File: src/pkg/uxc_pkg.sv
/*
  uxc_pkg: shared constants for the transceiver control and charger detect block.
  Assumes a single 25 MHz system clock and the byte-wide register port of uxc_top.
*/
package uxc_pkg;

  localparam int unsigned CLK_HZ = 25_000_000;
  localparam int unsigned SETTLE_MS = 900;
  localparam int unsigned CHECK_MS = 100;
  localparam int unsigned MS_PER_S = 1000;
  localparam longint unsigned SETTLE_CYC = longint'(SETTLE_MS) * CLK_HZ / MS_PER_S;
  localparam longint unsigned CHECK_CYC = longint'(CHECK_MS) * CLK_HZ / MS_PER_S;
  localparam int CNT_W = 25;

  // register offsets
  localparam logic [7:0] SLEEP_PERMISSION_CONTROL = 8'h36;
  localparam logic [7:0] TRANSCEIVER_MODE_CONTROL = 8'h41;
  localparam logic [7:0] SPEED_AND_DETECT_CONFIG = 8'h4d;
  localparam logic [7:0] RECEIVER_SUSPEND_CONFIG = 8'h6b;
  localparam logic [7:0] CHARGER_DETECT_STATUS = 8'h8d;
  localparam logic [7:0] REG_RESET = 8'h00;

  // field positions
  localparam int SLEEP_KEEP_ALIVE_BIT = 0;
  localparam int XCVR_ENABLE_BIT = 0;
  localparam int IF_MODE_LSB = 2;
  localparam int LINK_SPEED_BIT = 0;
  localparam int AUTO_DETECT_BIT = 1;
  localparam int RCV_OFF_LEVEL_BIT = 0;
  localparam int DETECT_DONE_BIT = 0;
  localparam int DETECT_RESULT_BIT = 1;

  // controller-side interface variants
  localparam logic [1:0] IF_NOT_USED = 2'h0;
  localparam logic [1:0] IF_3PIN = 2'h1;
  localparam logic [1:0] IF_4PIN = 2'h2;
  localparam logic [1:0] IF_5PIN = 2'h3;

  // synchronised pin vector layout
  localparam int PIN_N = 7;
  localparam int P_VIN = 0;
  localparam int P_DP = 1;
  localparam int P_DM = 2;
  localparam int P_CA = 3;
  localparam int P_CB = 4;
  localparam int P_OEN = 5;
  localparam int P_SUSPEND_CTRL = 6;

  typedef enum logic [1:0] {
    DET_IDLE = 2'b00,
    DET_SETTLE = 2'b01,
    DET_CHECK = 2'b10,
    DET_DONE = 2'b11
  } uxc_det_e;

endpackage : uxc_pkg

File: src/uxc_top.sv
/*
  uxc_top: digital control of a full/low speed transceiver with automatic
  charger detection. Assumes pins arrive asynchronous to clk_sys and the
  register port is driven synchronously by the management interface.
*/
`timescale 1ns/1ps
// Behaviour
// - link_speed_select 1 selects full speed, 0 selects low speed.
// - controller interface is 3-pin, 4-pin, 5-pin or not used.
// - not used keeps transceiver off, bus lines released, pull-up off.
// - enable comes from transceiver_enable_field and sleep_keep_alive together.
// - auto detect enabled holds transceiver off until detection completes.
// - after supply good, wait 900 ms then check D- for 100 ms.
// - done flag reads 1 when finished, else 0.
// - outcome 1 means dedicated charger, 0 means USB host.
// - 3-pin transmit maps DATA,SE0 onto D+ and D-.
// - 3-pin receive maps D+,D- onto DATA and SE0.
// - 4 and 5-pin modes present recovered data on receive_data_out.
// - 4/5-pin lines copy to bus when transmitting, bus to lines receiving.
// - 5-pin suspend powers receiver down; driving still follows output enable.
// - during suspend receive_data_out takes receiver_off_level.
module uxc_top
  import uxc_pkg::*;
#(
  parameter longint unsigned SETTLE_CYCLES = SETTLE_CYC,
  parameter longint unsigned CHECK_CYCLES = CHECK_CYC
) (
  input wire logic clk_sys, // 25 MHz system clock
  input wire logic arst_n, // async reset, active low
  input wire logic reg_wr, // register write strobe
  input wire logic reg_rd, // register read strobe
  input wire logic [7:0] reg_addr, // register offset
  input wire logic [7:0] reg_wdata, // write data
  output logic [7:0] reg_rdata, // read data, valid cycle after reg_rd
  input wire logic sleep_active, // PMU is in sleep
  input wire logic charger_enable, // battery charger enabled
  input wire logic charger_input_supply, // supply high enough to charge
  input wire logic dp_in, // D+ level
  output logic dp_out, // D+ drive value
  output logic dp_oe, // D+ driven
  input wire logic dm_in, // D- level
  output logic dm_out, // D- drive value
  output logic dm_oe, // D- driven
  output logic pullup_dp, // pull-up on D+ (full speed)
  output logic pullup_dm, // pull-up on D- (low speed)
  output logic full_speed, // 1 full speed, 0 low speed
  output logic xcvr_on, // transceiver enabled
  input wire logic plus_line_in, // DATA (3-pin) or plus_line level
  output logic plus_line_out, // DATA or plus_line drive value
  output logic plus_line_oe, // device drives plus_line
  input wire logic minus_line_in, // SE0 (3-pin) or minus_line level
  output logic minus_line_out, // SE0 or minus_line drive value
  output logic minus_line_oe, // device drives minus_line
  input wire logic oe_n, // output enable from controller, active low
  input wire logic suspend_ctrl, // 5-pin suspend request
  output logic receive_data_out, // recovered single-ended data
  input wire logic drv_ready, // line driver takes a new state
  output logic tx_accept // transmit buffer has room
);

  logic [7:0] sleep_reg_q;
  logic [7:0] mode_reg_q;
  logic [7:0] speed_reg_q;
  logic [7:0] susp_reg_q;
  logic [PIN_N-1:0] pins_raw;
  logic [PIN_N-1:0] s1_q;
  logic [PIN_N-1:0] s2_q;
  logic [PIN_N-1:0] s3_q;
  logic [PIN_N-1:0] pin_q;
  uxc_det_e det_q;
  logic [CNT_W-1:0] cnt_q;
  logic dm_high_q;
  logic done_q;
  logic result_q;
  logic [1:0] if_mode;
  logic auto_en;
  logic det_run;
  logic on_d;
  logic tx_mode;
  logic suspended;
  logic buf_valid;
  logic [1:0] buf_data;
  logic buf_in_ready;
  logic [1:0] tx_q;
  logic data_prev_q;
  logic [7:0] rdata_d;

  localparam logic [CNT_W-1:0] SETTLE_LAST = CNT_W'(SETTLE_CYCLES - 1);
  localparam logic [CNT_W-1:0] CHECK_LAST = CNT_W'(CHECK_CYCLES - 1);
  localparam logic [PIN_N-1:0] PIN_IDLE = PIN_N'(1) << P_OEN;

  function automatic logic [7:0] reg_next(input logic [7:0] cur, input logic [7:0] off);
    reg_next = (reg_wr && reg_addr == off) ? reg_wdata : cur;
  endfunction : reg_next

  assign if_mode = mode_reg_q[IF_MODE_LSB +: 2];
  assign auto_en = speed_reg_q[AUTO_DETECT_BIT];
  // detection only runs with auto detect set and charger enabled
  assign det_run = auto_en && charger_enable && pin_q[P_VIN];
  assign tx_mode = !pin_q[P_OEN];
  // suspend input only honoured in the 5-pin variant
  assign suspended = (if_mode == IF_5PIN) && pin_q[P_SUSPEND_CTRL];

  // field and sleep permission decide together
  assign on_d = (if_mode != IF_NOT_USED) && mode_reg_q[XCVR_ENABLE_BIT]
             && (!sleep_active || sleep_reg_q[SLEEP_KEEP_ALIVE_BIT])
             && !(auto_en && !done_q);

  always_ff @(posedge clk_sys or negedge arst_n)
  begin
    if (!arst_n)
    begin
      sleep_reg_q <= REG_RESET;
      mode_reg_q <= REG_RESET;
      speed_reg_q <= REG_RESET;
      susp_reg_q <= REG_RESET;
    end
    else
    begin
      sleep_reg_q <= reg_next(sleep_reg_q, SLEEP_PERMISSION_CONTROL);
      mode_reg_q <= reg_next(mode_reg_q, TRANSCEIVER_MODE_CONTROL);
      speed_reg_q <= reg_next(speed_reg_q, SPEED_AND_DETECT_CONFIG);
      susp_reg_q <= reg_next(susp_reg_q, RECEIVER_SUSPEND_CONFIG);
    end
  end

  always_comb
  begin
    rdata_d = 8'h00;
    case (reg_addr)
      SLEEP_PERMISSION_CONTROL: rdata_d = sleep_reg_q;
      TRANSCEIVER_MODE_CONTROL: rdata_d = mode_reg_q;
      SPEED_AND_DETECT_CONFIG: rdata_d = speed_reg_q;
      RECEIVER_SUSPEND_CONFIG: rdata_d = susp_reg_q;
      CHARGER_DETECT_STATUS:
      begin
        rdata_d[DETECT_DONE_BIT] = done_q;
        rdata_d[DETECT_RESULT_BIT] = result_q;
      end
      default: rdata_d = 8'h00;
    endcase
  end

  always_ff @(posedge clk_sys or negedge arst_n)
  begin
    if (!arst_n)
      reg_rdata <= 8'h00;
    else if (reg_rd)
      reg_rdata <= rdata_d;
  end

  // three-stage pin synchroniser; a level is taken once stages two and three agree
  assign pins_raw = {suspend_ctrl, oe_n, minus_line_in, plus_line_in, dm_in, dp_in,
                     charger_input_supply};

  always_ff @(posedge clk_sys or negedge arst_n)
  begin
    if (!arst_n)
    begin
      // oe_n idles high; resetting its stages low would fake a transmit after reset
      s1_q <= PIN_IDLE;
      s2_q <= PIN_IDLE;
      s3_q <= PIN_IDLE;
      pin_q <= PIN_IDLE;
    end
    else
    begin
      s1_q <= pins_raw;
      s2_q <= s1_q;
      s3_q <= s2_q;
      for (int i = 0; i < PIN_N; i++)
      begin
        if (s2_q[i] == s3_q[i])
          pin_q[i] <= s3_q[i];
      end
    end
  end

  // detection sequencer
  always_ff @(posedge clk_sys or negedge arst_n)
  begin
    if (!arst_n)
    begin
      det_q <= DET_IDLE;
      cnt_q <= '0;
      dm_high_q <= 1'b0;
      done_q <= 1'b0;
      result_q <= 1'b0;
    end
    else if (!det_run)
    begin
      // any loss of conditions restarts from the beginning
      // done reads 0 while disabled or supply low
      det_q <= DET_IDLE;
      cnt_q <= '0;
      done_q <= 1'b0;
    end
    else
    begin
      case (det_q)
        DET_IDLE:
        begin
          det_q <= DET_SETTLE;
          cnt_q <= '0;
        end
        DET_SETTLE:
        begin
          // settle wait before looking at the lines
          if (cnt_q == SETTLE_LAST)
          begin
            det_q <= DET_CHECK;
            cnt_q <= '0;
            dm_high_q <= 1'b1;
          end
          else
            cnt_q <= cnt_q + 1'b1;
        end
        DET_CHECK:
        begin
          // line check window; a charger keeps D- high throughout
          dm_high_q <= dm_high_q && pin_q[P_DM];
          if (cnt_q == CHECK_LAST)
          begin
            det_q <= DET_DONE;
            done_q <= 1'b1;
            result_q <= dm_high_q && pin_q[P_DM];
          end
          else
            cnt_q <= cnt_q + 1'b1;
        end
        DET_DONE: det_q <= DET_DONE;
        default: det_q <= DET_IDLE;
      endcase
    end
  end

  // synced controller levels pass a two-entry buffer; levels arriving while it is full in a driver stall are dropped
  uxc_buf2 #(
    .W(2)
  ) u_txbuf (
    .clk_sys(clk_sys),
    .arst_n(arst_n),
    .in_valid(tx_mode),
    .in_ready(buf_in_ready),
    .in_data({pin_q[P_CA], pin_q[P_CB]}),
    .out_valid(buf_valid),
    .out_ready(drv_ready),
    .out_data(buf_data)
  );

  // room flag registered so the port comes from a flip-flop; it lags the buffer by a cycle
  always_ff @(posedge clk_sys or negedge arst_n)
  begin
    if (!arst_n)
    begin
      tx_q <= 2'b00;
      tx_accept <= 1'b0;
    end
    else
    begin
      tx_accept <= buf_in_ready;
      if (buf_valid && drv_ready)
        tx_q <= buf_data;
    end
  end

  // bus side drive
  always_ff @(posedge clk_sys or negedge arst_n)
  begin
    if (!arst_n)
    begin
      xcvr_on <= 1'b0;
      full_speed <= 1'b0;
      pullup_dp <= 1'b0;
      pullup_dm <= 1'b0;
      dp_out <= 1'b0;
      dm_out <= 1'b0;
      dp_oe <= 1'b0;
      dm_oe <= 1'b0;
    end
    else
    begin
      xcvr_on <= on_d;
      full_speed <= speed_reg_q[LINK_SPEED_BIT];
      // pull-up disconnected whenever the transceiver is off
      pullup_dp <= on_d && speed_reg_q[LINK_SPEED_BIT];
      pullup_dm <= on_d && !speed_reg_q[LINK_SPEED_BIT];
      dp_oe <= on_d && tx_mode;
      dm_oe <= on_d && tx_mode;
      if (if_mode == IF_3PIN)
      begin
        dp_out <= tx_q[1] && !tx_q[0];
        dm_out <= !tx_q[1] && !tx_q[0];
      end
      else
      begin
        dp_out <= tx_q[1];
        dm_out <= tx_q[0];
      end
    end
  end

  // controller side drive
  always_ff @(posedge clk_sys or negedge arst_n)
  begin
    if (!arst_n)
    begin
      plus_line_out <= 1'b0;
      minus_line_out <= 1'b0;
      plus_line_oe <= 1'b0;
      minus_line_oe <= 1'b0;
      data_prev_q <= 1'b0;
    end
    else
    begin
      plus_line_oe <= on_d && !tx_mode;
      minus_line_oe <= on_d && !tx_mode;
      if (if_mode == IF_3PIN)
      begin
        // D+/D- to DATA,SE0; SE0 and both-high keep the last DATA
        minus_line_out <= !pin_q[P_DP] && !pin_q[P_DM];
        if (pin_q[P_DP] != pin_q[P_DM])
        begin
          plus_line_out <= pin_q[P_DP];
          data_prev_q <= pin_q[P_DP];
        end
        else
          plus_line_out <= data_prev_q;
      end
      else
      begin
        // bus lines presented on plus_line/minus_line while receiving
        // line pins stay active in suspend
        plus_line_out <= pin_q[P_DP];
        minus_line_out <= pin_q[P_DM];
      end
    end
  end

  // differential receiver
  always_ff @(posedge clk_sys or negedge arst_n)
  begin
    if (!arst_n)
      receive_data_out <= 1'b0;
    else if (if_mode == IF_3PIN || !on_d)
      receive_data_out <= 1'b0;
    else if (suspended)
      // receiver powered down, fixed level from register
      receive_data_out <= susp_reg_q[RCV_OFF_LEVEL_BIT];
    else if (pin_q[P_DP] != pin_q[P_DM])
      // recovered data; SE0 and SE1 hold the last bit
      receive_data_out <= pin_q[P_DP];
  end

endmodule : uxc_top

File: src/uxc_buf2.sv
/*
  uxc_buf2: two-entry valid/ready buffer.
  Assumes source and sink share clk_sys; full and empty are exact.
*/
`timescale 1ns/1ps
module uxc_buf2 #(
  parameter int W = 2
) (
  input wire logic clk_sys, // system clock
  input wire logic arst_n, // async reset, active low
  input wire logic in_valid, // source offers a word
  output logic in_ready, // buffer has room
  input wire logic [W-1:0] in_data, // word from source
  output logic out_valid, // word available
  input wire logic out_ready, // sink takes the word
  output logic [W-1:0] out_data // oldest word
);
  logic [W-1:0] mem_q [2];
  logic rd_q;
  logic wr_q;
  logic [1:0] cnt_q;
  logic push;
  logic pop;

  assign in_ready = (cnt_q != 2'h2);
  assign out_valid = (cnt_q != 2'h0);
  assign out_data = mem_q[rd_q];
  assign push = in_valid && in_ready;
  assign pop = out_valid && out_ready;

  always_ff @(posedge clk_sys or negedge arst_n)
  begin
    if (!arst_n)
    begin
      mem_q[0] <= '0;
      mem_q[1] <= '0;
    end
    else if (push)
    begin
      mem_q[wr_q] <= in_data;
    end
  end

  always_ff @(posedge clk_sys or negedge arst_n)
  begin
    if (!arst_n)
    begin
      rd_q <= 1'b0;
      wr_q <= 1'b0;
      cnt_q <= 2'h0;
    end
    else
    begin
      if (push)
        wr_q <= ~wr_q;
      if (pop)
        rd_q <= ~rd_q;
      if (push && !pop)
        cnt_q <= cnt_q + 2'h1;
      else if (pop && !push)
        cnt_q <= cnt_q - 2'h1;
    end
  end
endmodule : uxc_buf2

File: config.mk
export PLATFORM = sky130hd
export DESIGN_NAME = uxc_top
export DESIGN_NICKNAME = d
export VERILOG_FILES = /design/src/pkg/uxc_pkg.sv /design/src/uxc_top.sv /design/src/uxc_buf2.sv
export SDC_FILE = /design/constraint.sdc
export NUM_CORES = 1
export LEC_CHECK = 0
export BUFFER_PORTS_ARGS = -buffer_cell sky130_fd_sc_hd__buf_2
export CORE_MARGIN = 2
export CORE_UTILIZATION = 60
export CTS_CLUSTER_DIAMETER = 40
export DETAILED_ROUTE_END_ITERATION = 12
export PLACE_DENSITY = 0.88
export SLEW_MARGIN = 20
export SYNTH_ARGS = -nofsm -noshare
export SYNTH_HDL_FRONTEND = slang
export SYNTH_SLANG_ARGS = --single-unit
File: constraint.sdc
create_clock -name clk_sys -period 5.3 [get_ports clk_sys]
set_clock_uncertainty 0.15 [all_clocks]
set_input_delay 1.06 -clock clk_sys [delete_from_list [all_inputs] [get_ports clk_sys]]
set_output_delay 1.06 -clock clk_sys [all_outputs]
set_load 0.02 [all_outputs]
; ---- Word level (Yosys, flattened, before mapping)
; Index checks and enable logic that the tools add are counted.
[totals]
reg_bits = 121
input_bits = 30
output_inout_bits = 22
[classes]
add_sub_neg = 3
order_cmp = 3
n_eq_ne = 28
mux = 31
n_bitwise = 4
n_reduce_logical = 49
[op_table]
columns = cell, count
row1 = $mux 25, 3
row2 = $pmux 25 s3, 1
row3 = $add 25x1->25 const B, 1
row4 = $eq 25x22->1 const B, 1
row5 = $eq 25x25->1 const B, 1
row6 = $eq 8x7->1 const B, 3
row7 = $logic_and 1x1->1, 24
row8 = $pmux 6 s4, 1
row9 = $mux 2, 9
row10 = $logic_not 1->1, 12
row11 = $mux 1, 12
row12 = $pmux 2 s5, 1
row13 = $ne 3x3->1 const B, 3
row14 = $eq 8x6->1 const B, 1
row15 = $eq 8x8->1 const B, 1
row16 = $pmux 2 s4, 1
row17 = $reduce_bool 2->1, 4
row18 = $eq 1x1->1, 7
row19 = $eq 2x2->1 const B, 3
row20 = $reduce_and 2->1, 3
row21 = $reduce_and 3->1, 2
row22 = $bwmux 4, 1
row23 = $eq 2x1->1 const B, 2
row24 = $ge 2x2->1 const B, 2
row25 = other kinds (14), 19

; ---- Depth between registers and ports, before layout
; Gate-level depths: netlist (run 1).
[depth]
depth_word = 7
mapped_depth = 8
depth_no_buf = 7

; ---- Cells and area by module
; Synthesis (run 1) repeated with hierarchy kept, for this count alone.
[hier_totals]
hier_cells = 467
hier_area_um2 = 5517.8
[modules_own_cells]
columns = mod, n_inst, cells_each, area_each_um2
row1 = uxc_top, 1, 440, 5129.9
row2 = uxc_buf2, 1, 27, 387.9

; ---- Worst setup path before layout (run 1)
; OpenSTA, ideal clock, no wires.
[synth_path]
path_type = input port to flip-flop
start = input reg_addr[6]
end = register sleep_reg_q[0]
setup_time_ns = 0.125
t_arrival_ns = 2.445
path_slack_ns = 2.580
cell_stages = 4
n_path_buf = 0
path_cell_list = nand4bb_1 nor4_2 nand2_1 mux2_2
[synth_between]
elab_chain_len = 2
[synth_lines]
columns = item, line_no
row1 = "start, declared", uxc_top.sv:32  ; input wire logic [7:0] reg_addr,
row2 = $eq 8x6->1, uxc_top.sv:93  ; reg_next = (reg_wr && reg_addr == off) ? reg_wdata : cur;
row3 = $logic_and 1x1->1, uxc_top.sv:93
row4 = "end signal, assigned", uxc_top.sv:120  ; sleep_reg_q <= reg_next(sleep_reg_q, SLEEP_PERMISSION_CONTROL);
row5 = "end, declared", uxc_top.sv:61  ; logic [7:0] sleep_reg_q;
; Every way passes these cells.
; A chain may end at the register's enable or synchronous reset.

; ---- Worst setup path in the final report (run 1)
[layout_path]
start = register cnt_q[0]
end = register cnt_q[0]
[layout_between]
elab_chain_len = 4
[layout_lines]
columns = item, line_no
row1 = "start, declared", uxc_top.sv:71  ; logic [CNT_W-1:0] cnt_q;
row2 = "start signal, assigned", uxc_top.sv:216  ; cnt_q <= cnt_q + 1'b1;
row3 = "start signal, assigned", uxc_top.sv:229  ; cnt_q <= cnt_q + 1'b1;
row4 = $add 25x1->25 or $eq 25x25->1 (tied branches), "uxc_top.sv:216, uxc_top.sv:229, uxc_top.sv:209"
row5 = "$mux 25, on equally long branches", "uxc_top.sv:222, uxc_top.sv:209"
row6 = $pmux 25 s3, uxc_top.sv:200  ; case (det_q)
row7 = $mux 25, uxc_top.sv:190  ; else if (!det_run)
; Parallel ways exist; a longest one is shown, timed or not. The select of a mux whose other input is x is not followed.

==> results.cfg, run 1 <==
[layout]
drive_above_1_share_pct = 26.7
antennaDiodeCount = 0
nFillCells = 557
final_nets = 555
synthToLayoutAreaGrowth_pct = 17.6
postLayoutCellArea_um2 = 6280

[timing]
slew_viol_final = 0
fin_ws_ps = 2150
final.period_utilization_pct = 59.4
holdWs_ps = 198
final.min_clock_period_ps = 3150
finalHoldViolCount = 0
timing.setup.tns_ps = 0
setup_violations = 0
rsz0062_at_grt = false
worstMarginPinSlew_ps = 1130
fmax_ghz = 0.318
slew_headroom_pct = 24.1

[grt]
grt_use_met3_pct = 7.59
grt_pass1_wl_um = 20500
overflow = 0
gr-usage-all-layers_pct = 27.0
busiest_layer = met2
use_met1_pct = 34.7
grt_pass1_vias = 4127
antenna_found_initial = 0
grt_max_degree = 88
grt_use_met2_pct = 43.5

[setup_path]
reg2reg_setup_slack_ps = 2150
critPathRequiredTime_ps = 5530
crit_fanout = 14
critPathBufInv = 1
worst_r2r_startpoint = cnt_q[0]$_DFFE_PN0P_
setup.worst_path.class = reg -> reg
reg2reg_to = cnt_q[0]$_DFFE_PN0P_
cp-startpoint = cnt_q[0]$_DFFE_PN0P_
cpLargestDelayFamily = simple AND/OR/NAND/NOR gates
cp_slowest_cell = nor4_4
crit_arrival_ps = 3370
endpoint_kind = register
crit_path_start_kind = register
critical-path-max-stage-delay_ps = 800
r2r_cells = 8
cp_cell_sequence = ha_1, and4_1, nand4_2, nor4_4, buf_4, nor2_2, nand3_1, o21ai_0

[worst_hold_path]
min_from = s1_q[4]$_DFF_PN0_
hold_path_end = s2_q[4]$_DFF_PN0_
worstHoldPathType = reg -> reg
worstHoldPathCells = 0

[synth]
synth_ff_type = dfrtp_1
synth_seq_cells = 121
syn_area_um2 = 5340
async_reset_ff_share_pct = 100
synth_top_cells_by_count = dfrtp_1 (117), o21ai_0 (50), mux2_2 (38)
synth_edf_count = 0
synth_top_area_share_pct = 54.8
synth_area_leader_cell = dfrtp_1
synth.most_common_cell = dfrtp_1
syn_avg_cell_area_um2 = 11.6
syn_inst = 461
ys_seq_area_share_pct = 56.8
yosys_warnings = 0
ys_types = 56
syn-num-nets = 497
synthTopCellsByArea = dfrtp_1 (55%), mux2_2 (8.0%), o21ai_0 (4.7%)

[place]
placed_area_um2 = 5670
dpl_worst_slack_ps = 1890
gp_congestion = 0.895
io_buffers = 51
dp_hpwl_um = 7570

[floorplanning]
die_y_um = 98.4
ios = 52
rows = 34
core_region_area_um2 = 8680
die_w_um = 98.4
start_util_pct = 61.6
die_area_um2 = 9680

[clock_tree]
cts_tree = done
htreeDepth = 4
numClockSinks = 121
cts_setup_buffers = 0
hold_buffers = 0
post_cts_resized = 0
root_buffer = clkbuf_8
clk_pin_slew_ps = 60
clk_latency_ps = 510
clockBufferDepth = 2
cts-buffers-inserted = 17

[power]
p_total_uw = 2420
p_per_area_nw_per_um2 = 385
power.leakage_uw = 0.00280
irDropWorstVdd_mv = 0.198

[flow_run]
cap_violations = 0

[detailed_routing]
firstDrtPassIters = 5
drc = 0
drt_iter0_drc = 345
antenna_left = 0
wl_um = 12500
wl_per_cell_um = 19.5
num_vias = 4146
avgViaCountPerCell = 6.48

[outcome]
outcome = completed
==> registers in the layout, indices dropped and copies added (netlist names), 2 cells and up <==
name           cells
cnt_q             25
det_q              2
mode_reg_q         8
pin_q              7
reg_rdata          8
s1_q               7
s2_q               7
s3_q               7
sleep_reg_q        8
speed_reg_q        8
susp_reg_q         8
tx_q               2
u_txbuf.cnt_q      2
u_txbuf.mem_q      4
==> area by class of cell <==
cell class / count / area (um^2) / area share, %
multi-input combinational: 310 / 2180 / 34.7
tap: 108 / 135 / 2.15
clock inverter: 13 / 170 / 2.71
timing repair buffer: 54 / 284 / 4.52
clock buffer: 19 / 422 / 6.71
sequential: 121 / 3030 / 48.3
inverter: 15 / 56.3 / 0.896
==> report_power, final <==
group | switching, uW | internal [uW] | leakage [uW]
Combinational | 112 | 98.5 | 0.000941
Clock | 424 | 720 | 0.000279
Sequential | 55.9 | 1010 | 0.00158
Total | 592 | 1830 | 0.00280
==> cell usage in the layout, fill, tap and decap left out, drive strengths merged, types with 5 or more instances in the layout <==
cell type | Yosys | final
a21o | 7 | 7
clkbuf | 7 | 19
nor2b | 5 | 5
and2 | 5 | 5
inv | 15 | 17
nor3 | 17 | 17
buf | 8 | 54
and4 | 6 | 6
mux2 | 38 | 38
clkinv | 0 | 5
a21oi | 6 | 6
dfrtp | 117 | 117
nand3 | 20 | 20
maj3 | 7 | 7
ha | 6 | 6
nor4 | 6 | 6
nor2 | 21 | 21
nand4 | 6 | 6
nand2 | 36 | 36
and3 | 6 | 6
o21ai | 52 | 52
a22oi | 15 | 15
a211oi | 5 | 5
==> how the worst max path moves through the flow <==
stage	to	slack, ps	cells past startpoint
2_1_floorplan	sleep_reg_q[0]$_DFFE_PN0P_	2580	4
3_3_place_gp	sleep_reg_q[5]$_DFFE_PN0P_	1950	5
3_5_place_dp	sleep_reg_q[5]$_DFFE_PN0P_	1890	5
4_1_cts	cnt_q[0]$_DFFE_PN0P_	2230	8
5_1_grt	cnt_q[18]$_DFFE_PN0P_	1980	8
6_report	cnt_q[0]$_DFFE_PN0P_	2150	8
==> cells by family (layout without fill, tap and decap cells) <==
family / Yosys count / after routing / synth area share (%)
AO/OA/AOI/OAI: 103 / 103 / 12.0
flip-flops: 121 / 121 / 56.8
multiplexers: 42 / 42 / 8.76
AND/OR/NAND/NOR: 147 / 147 / 16.2
adder cells (fa/ha/maj): 13 / 13 / 2.72
XOR/XNOR: 5 / 5 / 0.820
buffers and inverters: 30 / 101 / 2.72
==> metrics by stage <==
step	cells	utilization, %
2_1_floorplan	461	-
3_3_place_gp	608	65.3
3_5_place_dp	608	65.3
4_1_cts	640	72.2
5_1_grt	640	72.4
6_report	640	72.4
==> per-layer routing <==
metal | wire (um) | share of wire [%]
met5 | 0 | 0
met4 | 301 | 2.4
met3 | 857 | 6.9
met2 | 6290 | 50
met1 | 5020 | 40
Note: power is estimated with default switching activity, not from simulation.
==> run 2: changes to the inputs <==
- CORE_UTILIZATION: 60 -> 59
- PLACE_DENSITY: 0.88 -> 0.87
- clock period: 5.3 -> 2.9 ns (I/O delays scaled with it)
==> results.cfg, run 2 (synthesis results as in run 1) <==
[clock_tree]
clockBufferDepth = 2
cts_setup_buffers = 0
clk_pin_slew_ps = 60
clk_latency_ps = 520
numClockSinks = 121
htreeDepth = 4
cts_tree = done
root_buffer = clkbuf_8
cts-buffers-inserted = 17
post_cts_resized = 0

[detailed_routing]
drc = 0
antenna_left = 0
drt_iter0_drc = 328
avgViaCountPerCell = 6.17
firstDrtPassIters = 5
num_vias = 4004
wl_um = 12000
wl_per_cell_um = 18.5

[worst_hold_path]
worstHoldPathType = in -> reg

[floorplanning]
start_util_pct = 61.0
core_region_area_um2 = 8760
rows = 34
die_w_um = 99.2
ios = 52
die_area_um2 = 9830
die_y_um = 99.2

[grt]
grt_max_degree = 53
antenna_found_initial = 0
grt_pass1_wl_um = 19900
overflow = 0
gr-usage-all-layers_pct = 25.8
grt_pass1_vias = 4077

[timing]
timing.setup.tns_ps = 0
setup_violations = 0
slew_headroom_pct = 61.0
finalHoldViolCount = 0
rsz0062_at_grt = false
slew_viol_final = 0
final.min_clock_period_ps = 2590
fmax_ghz = 0.386
worstMarginPinSlew_ps = 582
final.period_utilization_pct = 89.4

[layout]
final_common_cell = dfrtp_1
regMostFlops = cnt_q
synthToLayoutAreaGrowth_pct = 18.4
postLayoutCellArea_um2 = 6330
final_cell_mix = dfrtp_1 (117), o21ai_0 (50), buf_2 (50)
fin_util_pct = 72.2
drive_above_1_share_pct = 27.5
fin_cells = 649
antennaDiodeCount = 0
final_nets = 564
largest_reg_flops = 25

[setup_path]
cp_slowest_cell = nor4_4
crit_fanout = 10
critPathBufInv = 1
cpLargestDelayFamily = simple AND/OR/NAND/NOR gates
crit_path_start_kind = register
cpMostUsedCell = o21ai_0
endpoint_kind = register
cp_cell_sequence = ha_1, and4_1, nand4_2, nor4_4, buf_4, nor3_1, o21ai_0, o21ai_0
critical-path-max-stage-delay_ps = 530
critPathRequiredTime_ps = 3140
crit_arrival_ps = 2840
setup.worst_path.class = reg -> reg

[power]
p_per_area_nw_per_um2 = 682
irDropWorstVdd_mv = 0.348
power.leakage_uw = 0.00284

[place]
dp_hpwl_um = 7580
gp_congestion = 0.898
place_inst = 615
io_buffers = 51
placed_area_um2 = 5740

[flow_run]
cap_violations = 0

[outcome]
outcome = completed
-- run 2: changes by cell type in the layout (fill, tap and decap cells not counted), moves of 2 or more --
cell	change
buf_4	+7
bufinv_16	-2
clkbuf_8	+3
dlygate4sd3_1	+2
-- run 2: metrics by stage --
step / setup slack (ps) / hold slack [ps] / total power, uW
3_5_place_dp: 341 / 186 / 2350
5_1_grt: 153 / 1.68 / 4480
6_report: 306 / 14.5 / 4310
3_3_place_gp: 410 / 183 / 2320
4_1_cts: 329 / 1.75 / 4340
2_1_floorplan: 660 / 134 / 2200
-- run 2: per-layer routing --
metal | share of wire (%) | GRT usage [%]
met1 | 42 | 33.5
met2 | 50 | 41.8
met3 | 6.0 | 6.68
met4 | 1.7 | 10.4
met5 | 0 | 0
-- run 2: layout make-up --
class                      instances  area (um^2)
clock buffer                      21          459
fill                             533         2440
sequential                       121         3030
inverter                          15         56.3
clock inverter                    11          111
tap                              108          135
timing repair buffer              63          365
multi-input combinational        310         2170
-- run 2: path summary, 6_finish.rpt --
path,from,endpoint,slack [ps],depth (start not counted)
setup / recovery,cnt_q[0]$_DFFE_PN0P_,cnt_q[12]$_DFFE_PN0P_,310,8
hold / removal,charger_input_supply,s1_q[0]$_DFF_PN0_,10,1
setup reg to reg,cnt_q[0]$_DFFE_PN0P_,cnt_q[12]$_DFFE_PN0P_,310,8
hold reg to reg,s1_q[2]$_DFF_PN0_,s2_q[2]$_DFF_PN0_,200,0
max in group asynchronous,arst_n,speed_reg_q[7]$_DFFE_PN0P_,1370,3
min in group asynchronous,arst_n,u_txbuf.cnt_q[0]$_DFFE_PN0P_,400,2
-- run 2: what timing repair did --
action / in CTS / in global routing
hold endpoints to repair: 30 / 0
hold buffers: 2 / 0
setup endpoints to repair: 0 / 0
-- run 2: power by group --
group	total, uW	internal [uW]	leakage [uW]	switching (uW)
logic	393	185	0.000981	209
registers	1940	1840	0.00158	101
clock network	1980	1210	0.000276	763
total	4310	3240	0.00284	1070
